$ cat config.mk
export PLATFORM = sky130hd
export DESIGN_NAME = clock_mode_control
export DESIGN_NICKNAME = d
export VERILOG_FILES = /design/src/verilog/clock_mode_control.v
export VERILOG_INCLUDE_DIRS = /design/src /design/src/verilog
export SDC_FILE = /design/constraint.sdc
export NUM_CORES = 1
export LEC_CHECK = 0
export BUFFER_PORTS_ARGS = -buffer_cell sky130_fd_sc_hd__buf_2
export CORE_ASPECT_RATIO = 1.75
export CORE_MARGIN = 3
export CORE_UTILIZATION = 50
export CTS_BUF_LIST = sky130_fd_sc_hd__clkbuf_4
export CTS_CLUSTER_DIAMETER = 40
export DETAILED_ROUTE_END_ITERATION = 7
export PLACE_DENSITY = 0.75
export SKIP_LAST_GASP = 1
export SYNTH_ARGS = -nofsm -noshare
export SYNTH_HDL_FRONTEND = slang
export SYNTH_SLANG_ARGS = --single-unit
$ cat constraint.sdc
create_clock -name clk -period 2.16 [get_ports clk]
set_input_delay 0.216 -clock clk [delete_from_list [all_inputs] [get_ports clk]]
set_output_delay 0.216 -clock clk [all_outputs]
set_load 0.01 [all_outputs]
$ cat src/verilog/clock_mode_defs.vh
`ifndef CLOCK_MODE_DEFS_VH
`define CLOCK_MODE_DEFS_VH

// Register byte addresses
`define ADDR_GATE_A 8'h2c
`define ADDR_GATE_B 8'h2d
`define ADDR_MODE 8'h2e

// Reset values
`define RST_GATE_A 8'h00
`define RST_GATE_B 8'h00
`define RST_MODE 8'h14

// Gate A fields
`define GA_RX1 7
`define GA_RX0 6
`define GA_RFDSP 5
`define GA_TBU 3
`define GA_SPI 2
`define GA_T16 1
`define GA_USB 0
`define GA_MASK 8'hef

// Gate B fields
`define GB_CLKOUT 7
`define GB_KBD1 6
`define GB_KBD0 5
`define GB_DEBUG 4
`define GB_MASK 8'hf0

// Mode register fields
`define MD_CALDONE 7
`define MD_CALSTART 6
`define MD_SETTLED 5
`define MD_SRCSEL 4
`define MD_RC_OSC_ENABLE 3
`define MD_XTALEN 2
`define MD_SLOW_HI 1
`define MD_SLOW_LO 0

// Timing
`define CLK_PERIOD_PS 25000
`define RC_SETTLE_PS 11200000
`define XTAL_SETTLE_US 1360
// Least times round up
`define RC_SETTLE_CYC ((`RC_SETTLE_PS + `CLK_PERIOD_PS - 1) / `CLK_PERIOD_PS)
`define XTAL_SETTLE_CYC ((`XTAL_SETTLE_US * 1000000 + `CLK_PERIOD_PS - 1) / `CLK_PERIOD_PS)
`define CAL_CYC 64

`endif
$ cat src/verilog/clock_mode_control.v
// Summary of operation
// - Gate A bits enable individual peripheral clocks
// - Gate B bits 6,5 enable keyboard ports
// - Gate B bit 7 drives CPU clock out
// - Debug clock enable sticky until reset
// - Calibration done set by hardware, cleared on start
// - Calibration start self-clears, works with RC off
// - Settled flag clears on enable, fixed delay
// - Source select chooses RC or crystal
// - RC enable cleared only while crystal selected
// - Crystal enable cleared only while RC selected
// - Slow field divides clock by 1,2,4,8
// - Changing both enables at once is rejected
// - Selecting a disabled source is ignored
// - Disabling selected oscillator is ignored
// - Halt entry selects RC, disables both
// - Wake-up from halt selects RC
// - Source change may drop CPU clock pulses
// - Reset values 00h, 00h, 14h
//
// The plain strobed port is this design's own decision.
`timescale 1ns/1ps
`default_nettype none
`include "clock_mode_defs.vh"

module clock_mode_control #(
    parameter XTAL_SETTLE_CYCLES = `XTAL_SETTLE_CYC
) (
    input wire clk,
    input wire sys_rst,
    input wire [7:0] addr,
    input wire [7:0] wdata,
    input wire wr_en,
    input wire rd_en,
    output reg [7:0] rdata,
    input wire halt_enter,
    input wire wake_ext,
    input wire wake_other,
    input wire calib_finish,
    output reg [7:0] periph_clock_en,
    output reg receiver_one_clock_en,
    output reg receiver_zero_clock_en,
    output reg radio_dsp_clock_en,
    output reg time_base_clock_en,
    output reg spi_clock_en,
    output reg wide_timer_clock_en,
    output reg usb_clock_en,
    output reg second_kbd_port_clock_en,
    output reg first_kbd_port_clock_en,
    output reg debug_unit_clock_en,
    output reg cpu_clock_output_en,
    output reg rc_osc_on,
    output reg crystal_osc_on,
    output reg source_select_out,
    output reg [1:0] slow_divide_out,
    output reg cpu_tick,
    output reg calib_run
);

    localparam [2:0] ST_IDLE = 3'b001;
    localparam [2:0] ST_RC = 3'b010;
    localparam [2:0] ST_XTAL = 3'b100;
    // Full-width copies so each count is cut to its counter on purpose
    // Limit: settle counts above 16 bits do not fit the counter
    localparam [31:0] RC_CYC_FULL = `RC_SETTLE_CYC;
    localparam [31:0] XTAL_CYC_FULL = XTAL_SETTLE_CYCLES;
    localparam [31:0] CAL_CYC_FULL = `CAL_CYC;
    localparam [15:0] RC_CYC = RC_CYC_FULL[15:0];
    localparam [15:0] XTAL_CYC = XTAL_CYC_FULL[15:0];
    localparam [6:0] CAL_CYC = CAL_CYC_FULL[6:0];
    // Mode register reset image, bits picked by field position
    localparam [7:0] RST_MODE_V = `RST_MODE;

    // Software-visible state and internal counters
    reg [7:0] gate_a;
    reg [7:0] gate_b;
    reg calibration_done;
    reg calibration_start;
    reg oscillator_settled;
    reg source_select;
    reg rc_osc_enable;
    reg crystal_osc_enable;
    reg [1:0] slow_divide_select;
    reg [2:0] settle_state;
    reg [15:0] settle_cnt;
    reg [6:0] cal_cnt;
    reg [2:0] div_cnt;
    // Synchroniser and edge-detect stages
    reg halt_sync1, halt_sync2, halt_prev;
    reg ext_sync1, ext_sync2, ext_prev;
    reg oth_sync1, oth_sync2, oth_prev;
    reg cal_sync1, cal_sync2;
    // Next values under the write restrictions
    reg next_rc_en;
    reg next_xtal_en;
    reg next_src;
    reg rc_rise;
    reg xtal_rise;

    // Register address match
    function hit;
        input [7:0] a;
        input [7:0] target;
        begin
            hit = (a == target);
        end
    endfunction

    wire wr_a = wr_en && hit(addr, `ADDR_GATE_A);
    wire wr_b = wr_en && hit(addr, `ADDR_GATE_B);
    wire wr_m = wr_en && hit(addr, `ADDR_MODE);
    // Event pins act on their rising edge once synchronised
    wire halt_edge = halt_sync2 && !halt_prev;
    wire wake_edge = (ext_sync2 && !ext_prev) || (oth_sync2 && !oth_prev);
    wire ext_edge = ext_sync2 && !ext_prev;

    // Two-stage synchronisers for external event pins
    // Edge stages reset low like the idle pins, so no false edge
    always @(posedge clk) begin
        if (sys_rst) begin
            halt_sync1 <= 1'b0;
            halt_sync2 <= 1'b0;
            halt_prev <= 1'b0;
            ext_sync1 <= 1'b0;
            ext_sync2 <= 1'b0;
            ext_prev <= 1'b0;
            oth_sync1 <= 1'b0;
            oth_sync2 <= 1'b0;
            oth_prev <= 1'b0;
            cal_sync1 <= 1'b0;
            cal_sync2 <= 1'b0;
        end else begin
            halt_sync1 <= halt_enter;
            halt_sync2 <= halt_sync1;
            halt_prev <= halt_sync2;
            ext_sync1 <= wake_ext;
            ext_sync2 <= ext_sync1;
            ext_prev <= ext_sync2;
            oth_sync1 <= wake_other;
            oth_sync2 <= oth_sync1;
            oth_prev <= oth_sync2;
            cal_sync1 <= calib_finish;
            cal_sync2 <= cal_sync1;
        end
    end

    // Software oscillator update under switching restrictions
    // Rejected enable changes leave select and slow fields free
    always @* begin
        next_rc_en = rc_osc_enable;
        next_xtal_en = crystal_osc_enable;
        next_src = source_select;
        if (wr_m) begin
            if ((wdata[`MD_RC_OSC_ENABLE] != rc_osc_enable) &&
                (wdata[`MD_XTALEN] != crystal_osc_enable)) begin
                next_rc_en = rc_osc_enable;
                next_xtal_en = crystal_osc_enable;
            end else begin
                // Clear only allowed while the other source drives the CPU
                if (wdata[`MD_RC_OSC_ENABLE] || source_select)
                    next_rc_en = wdata[`MD_RC_OSC_ENABLE];
                if (wdata[`MD_XTALEN] || !source_select)
                    next_xtal_en = wdata[`MD_XTALEN];
            end
            // Selection checks the enable that this write leaves in force,
            // so one write may start a source and select it
            if (wdata[`MD_SRCSEL] ? next_xtal_en : next_rc_en)
                next_src = wdata[`MD_SRCSEL];
        end
        rc_rise = next_rc_en && !rc_osc_enable;
        xtal_rise = next_xtal_en && !crystal_osc_enable;
    end

    // Mode register and gating registers
    always @(posedge clk) begin
        if (sys_rst) begin
            gate_a <= `RST_GATE_A;
            gate_b <= `RST_GATE_B;
            calibration_done <= RST_MODE_V[`MD_CALDONE];
            calibration_start <= RST_MODE_V[`MD_CALSTART];
            source_select <= RST_MODE_V[`MD_SRCSEL];
            rc_osc_enable <= RST_MODE_V[`MD_RC_OSC_ENABLE];
            crystal_osc_enable <= RST_MODE_V[`MD_XTALEN];
            slow_divide_select <= RST_MODE_V[`MD_SLOW_HI:`MD_SLOW_LO];
            cal_cnt <= 7'h00;
        end else begin
            if (wr_a)
                gate_a <= wdata & `GA_MASK;
            // Debug enable only ever sets; reset alone clears it
            if (wr_b)
                gate_b <= (wdata & `GB_MASK) | (gate_b & (8'h01 << `GB_DEBUG));
            // Halt beats wake, and wake beats software, in one cycle
            if (halt_edge) begin
                source_select <= 1'b0;
                rc_osc_enable <= 1'b0;
                crystal_osc_enable <= 1'b0;
            end else if (wake_edge) begin
                source_select <= 1'b0;
                // External wake restarts the RC oscillator
                if (ext_edge)
                    rc_osc_enable <= 1'b1;
            end else begin
                source_select <= next_src;
                rc_osc_enable <= next_rc_en;
                crystal_osc_enable <= next_xtal_en;
            end
            if (wr_m)
                slow_divide_select <= wdata[`MD_SLOW_HI:`MD_SLOW_LO];
            // Calibration runs regardless of the RC enable
            // A new start restarts the run; the pin may end it early
            if (wr_m && wdata[`MD_CALSTART]) begin
                calibration_start <= 1'b1;
                calibration_done <= 1'b0;
                cal_cnt <= CAL_CYC;
            end else if (calibration_start) begin
                if (cal_sync2 || cal_cnt == 7'h00) begin
                    calibration_start <= 1'b0;
                    calibration_done <= 1'b1;
                end else begin
                    cal_cnt <= cal_cnt - 7'h01;
                end
            end
        end
    end

    // Stabilisation delay counter
    always @(posedge clk) begin
        if (sys_rst) begin
            settle_state <= ST_IDLE;
            settle_cnt <= 16'h0000;
            oscillator_settled <= RST_MODE_V[`MD_SETTLED];
        end else begin
            // Crystal count wins; one write never raises both enables
            if (!halt_edge && !wake_edge && (rc_rise || xtal_rise)) begin
                oscillator_settled <= 1'b0;
                settle_state <= xtal_rise ? ST_XTAL : ST_RC;
                settle_cnt <= xtal_rise ? XTAL_CYC : RC_CYC;
            end else if (!halt_edge && ext_edge && !rc_osc_enable) begin
                // Wake by external event starts the RC delay
                oscillator_settled <= 1'b0;
                settle_state <= ST_RC;
                settle_cnt <= RC_CYC;
            end else begin
                case (settle_state)
                    ST_IDLE: begin
                        settle_cnt <= 16'h0000;
                    end
                    ST_RC, ST_XTAL: begin
                        if (settle_cnt <= 16'h0001) begin
                            oscillator_settled <= 1'b1;
                            settle_state <= ST_IDLE;
                        end else begin
                            settle_cnt <= settle_cnt - 16'h0001;
                        end
                    end
                    default: begin
                        settle_state <= ST_IDLE;
                    end
                endcase
            end
        end
    end

    // Slow-mode tick generator
    // Free-running count; the tick marks one cycle per group
    always @(posedge clk) begin
        if (sys_rst) begin
            div_cnt <= 3'b000;
            cpu_tick <= 1'b0;
        end else begin
            case (slow_divide_select)
                2'b00: cpu_tick <= 1'b1;
                2'b01: cpu_tick <= (div_cnt[0] == 1'b0);
                2'b10: cpu_tick <= (div_cnt[1:0] == 2'b00);
                default: cpu_tick <= (div_cnt == 3'b000);
            endcase
            div_cnt <= div_cnt + 3'b001;
        end
    end

    // Registered enables for glitch-free downstream gating cells
    // Downstream clock mux drops pulses while the select moves
    always @(posedge clk) begin
        if (sys_rst) begin
            periph_clock_en <= 8'h00;
            receiver_one_clock_en <= 1'b0;
            receiver_zero_clock_en <= 1'b0;
            radio_dsp_clock_en <= 1'b0;
            time_base_clock_en <= 1'b0;
            spi_clock_en <= 1'b0;
            wide_timer_clock_en <= 1'b0;
            usb_clock_en <= 1'b0;
            second_kbd_port_clock_en <= 1'b0;
            first_kbd_port_clock_en <= 1'b0;
            debug_unit_clock_en <= 1'b0;
            cpu_clock_output_en <= 1'b0;
            rc_osc_on <= 1'b0;
            crystal_osc_on <= 1'b1;
            source_select_out <= 1'b1;
            slow_divide_out <= 2'b00;
            calib_run <= 1'b0;
        end else begin
            periph_clock_en <= gate_a;
            receiver_one_clock_en <= gate_a[`GA_RX1];
            receiver_zero_clock_en <= gate_a[`GA_RX0];
            radio_dsp_clock_en <= gate_a[`GA_RFDSP];
            time_base_clock_en <= gate_a[`GA_TBU];
            spi_clock_en <= gate_a[`GA_SPI];
            wide_timer_clock_en <= gate_a[`GA_T16];
            usb_clock_en <= gate_a[`GA_USB];
            second_kbd_port_clock_en <= gate_b[`GB_KBD1];
            first_kbd_port_clock_en <= gate_b[`GB_KBD0];
            debug_unit_clock_en <= gate_b[`GB_DEBUG];
            cpu_clock_output_en <= gate_b[`GB_CLKOUT];
            rc_osc_on <= rc_osc_enable;
            crystal_osc_on <= crystal_osc_enable;
            source_select_out <= source_select;
            slow_divide_out <= slow_divide_select;
            calib_run <= calibration_start;
        end
    end

    // Read data one cycle after the strobe
    // Unmapped addresses and idle cycles read zero
    always @(posedge clk) begin
        if (sys_rst) begin
            rdata <= 8'h00;
        end else if (rd_en) begin
            if (hit(addr, `ADDR_GATE_A))
                rdata <= gate_a;
            else if (hit(addr, `ADDR_GATE_B))
                rdata <= gate_b;
            else if (hit(addr, `ADDR_MODE))
                rdata <= {calibration_done, calibration_start, oscillator_settled,
                          source_select, rc_osc_enable, crystal_osc_enable,
                          slow_divide_select};
            else
                rdata <= 8'h00;
        end else begin
            rdata <= 8'h00;
        end
    end

endmodule // clock_mode_control
`default_nettype wire

==> impl_metrics.env <==
export IMPL_status="complete, no violations"
export IMPL_antenna_found_initial=0
export IMPL_grt_max_degree=59
export IMPL_wl_met1_um=3140
export IMPL_cts_sinks=85
export IMPL_cts_made_buffers=9
export IMPL_core_area_um2=6960
export IMPL_cp_max_fo=8
export IMPL_min_path_type="in2reg"
export IMPL_remaining_drc_errors=0
export IMPL_fin_crit_sh=0.941
export IMPL_grt_overflow=0
export IMPL_drt_iter0_markers=167
export IMPL_synth_edf_count=0
export IMPL_final_util=0.614
export IMPL_fmax_mhz=492
export IMPL_endpoint_kind="flop"
export IMPL_total_power_mw=2.81
export IMPL_pre_cts_slack_ns=0.00520
export IMPL_multi_input_area_um2=1760
export IMPL_hold_viol=0
export IMPL_tightest_slew_ns=0.599
export IMPL_crit_required_ns=2.46
export IMPL_dr_wl_met2_um=4500
export IMPL_firstDrtPassIters=4
export IMPL_port_buffer_count=56
export IMPL_clock_skew_ns=0.0147
export IMPL_vias_per_cell=5.48
export IMPL_finalMaxSlewViolations=0
export IMPL_p_per_area_nw_per_um2=657
export IMPL_grt_usage=0.206
export IMPL_dpl_cell_count=530
export IMPL_dpl_hpwl_um=6070
export IMPL_yosysSeqAreaShare=0.471
export IMPL_syn_avg_cell_area_um2=9.21
export IMPL_gp_congestion=0.976
export IMPL_ioPinCount=58
export IMPL_die_h_um=118
export IMPL_netlist_instances=392
export IMPL_ant_nets=0
export IMPL_grt_pass1_wl_um=13800
export IMPL_initial_core_util=0.519
export IMPL_finish_instance_area_um2=4270
export IMPL_dr_total_vias=3041
export IMPL_root_buffer="clkbuf_4"
export IMPL_worstPathArrival_ns=2.33
export IMPL_final_cells=555
export IMPL_mappedNetlistArea_um2=3610
export IMPL_die_x_um=70.2
export IMPL_fin_crit_ns=2.03
export IMPL_maxCapViolCount=0
export IMPL_crit_path_start_kind="flop"
export IMPL_fin_nets=495
export IMPL_dr_wl_met3_um=340
export IMPL_p_leak_nw=1.87
export IMPL_seq_area_um2=1710
export IMPL_syn_num_nets=421
export IMPL_grt_pass1_vias=3032
export IMPL_drt_total_wl_um=8250
export IMPL_wl_per_cell_um=14.9
export IMPL_antenna_cells=0
export IMPL_routed_top_layer="met4"
export IMPL_htreeDepth=3
export IMPL_postPlaceCellArea_um2=4030
export IMPL_synth_ff_type="dfxtp_1"
export IMPL_setup_viol=0
export IMPL_clockBufferDepth=2
export IMPL_clkTransAtPathRegs_ns=0.13
export IMPL_syn2layout_area_growth_pct=18.4
export IMPL_num_rows=40
export IMPL_critical_path_class="reg2reg"
export IMPL_ir_drop_mv=0.572
export IMPL_die_area_um2=8320
export IMPL_synthDistinctLibCells=57
export IMPL_cts_tree="yes"
export IMPL_clk_latency_ns=0.42
export IMPL_relSlewSlack=0.590
export IMPL_drive_above_1_share=0.251
export IMPL_yosys_warnings=0
export IMPL_setup_ws_ns=0.127
export IMPL_ys_async_sr_fraction=0
export IMPL_ys_ff_latch=85
export IMPL_nFillCells=608
## where the power goes
part | switching, mW | internal [mW] | leakage [nW]
registers | 0.0246 | 1.60 | 0.691
logic | 0.154 | 0.132 | 1.11
clock network | 0.536 | 0.364 | 0.0704
## Yosys cell counts, types with 2 or more instances
cell type,number,share of area
and3_1,2,0.0035
nor4b_1,3,0.0073
o41ai_1,4,0.0097
clkbuf_1,12,0.012
nand3b_1,5,0.010
o21ai_1,2,0.0028
nand2_1,23,0.024
a221oi_1,2,0.0049
nor2_1,50,0.052
a21oi_1,20,0.028
mux2i_1,15,0.042
inv_1,13,0.014
nand2b_1,8,0.014
or2_2,4,0.0069
o21ai_0,6,0.0083
nor2b_1,37,0.064
a211oi_1,5,0.010
xor2_1,6,0.015
nor4_1,2,0.0035
or3_1,7,0.012
nor4_4,2,0.012
xnor2_1,11,0.027
a31oi_1,2,0.0035
dfxtp_1,85,0.47
o31ai_1,2,0.0042
a2111oi_0,2,0.0049
nor3_1,11,0.015
ha_1,5,0.017
buf_4,8,0.017
nand3_1,10,0.014
buf_2,2,0.0028
## path summary, 6_finish.rpt
kind | depth (start not counted) | to | slack, ns | from
setup / recovery | 7 | settle_cnt[6] | 0.13 | settle_cnt[5]
hold / removal | 3 | gate_a[7] | 0.03 | wdata[7]
setup reg to reg | 7 | settle_cnt[6] | 0.13 | settle_cnt[5]
hold reg to reg | 1 | cal_sync2 | 0.45 | cal_sync1
## sequential cells by signal, summed over array words and instances (netlist names), 2 cells and up
| register | cells |
|---|---|
| gate_a | 7 |
| div_cnt | 3 |
| cal_cnt | 7 |
| slow_divide_select | 2 |
| rdata | 8 |
| settle_state | 3 |
| settle_cnt | 16 |
| slow_divide_out | 2 |
| periph_clock_en | 6 |
| gate_b | 4 |
## timing repair
| action | in CTS | in global routing |
|---|---|---|
| endpoints found under the hold margin | 4 | 0 |
| gates resized for setup | 0 | 9 |
| hold buffers | 4 | 0 |
| endpoints found under the setup margin | 1 | 10 |
| setup buffers | 0 | 5 |
| pin swaps | 1 | 4 |
## cells by family after synthesis
family / count (synthesis) / share of synthesized area
compound gates: 57 / 0.108
xor+xnor: 17 / 0.0412
fa+ha+maj: 5 / 0.0173
buf+inv: 36 / 0.0485
flops: 85 / 0.471
mux: 15 / 0.0416
other cells: 1 / 0.00104
simple gates: 176 / 0.271
## cell usage in the layout (no fill, tap or decap), types with 6 or more instances in the layout
master	count
a21oi_1	20
or3_1	7
xnor2_1	11
mux2i_1	15
xor2_1	6
buf_2	56
nand2_1	23
nand3_1	10
nand2b_1	8
nor2b_1	37
dfxtp_1	82
nor2_1	50
buf_4	26
inv_1	13
clkbuf_4	10
o21ai_0	6
nor3_1	9
## through the flow
step                hold WS, ns  TNS [ns]
floorplan                 0.344         0
global placement          0.418         0
detailed placement        0.424         0
CTS                     0.00827         0
global route             0.0114  -0.00305
finish                   0.0339         0
## critical path, cell delays in order, from the launching register on
cell	delay, ns
dfxtp_2	0.36
nor4_4	0.31
nand2_2	0.09
o31a_1	0.34
nor4_4	0.41
buf_4	0.24
buf_4	0.12
a211oi_2	0.05
## area by class of cell
class / count / area share
flip-flops and latches: 85 / 0.400
repair buffers: 86 / 0.121
well taps: 84 / 0.0246
inverters: 13 / 0.0114
multi-input cells: 271 / 0.412
clock buffers: 10 / 0.0176
clock inverters: 6 / 0.0146
## routing by layer
| layer | vias to the layer above | GRT usage |
|---|---|---|
| met5 | - | 0 |
| met1 | 1447 | 0.215 |
| met2 | 88 | 0.369 |
| met3 | 19 | 0.0468 |
| met4 | 0 | 0.113 |
| li1 | 1487 | - |
(Power assumes the default switching activity.)
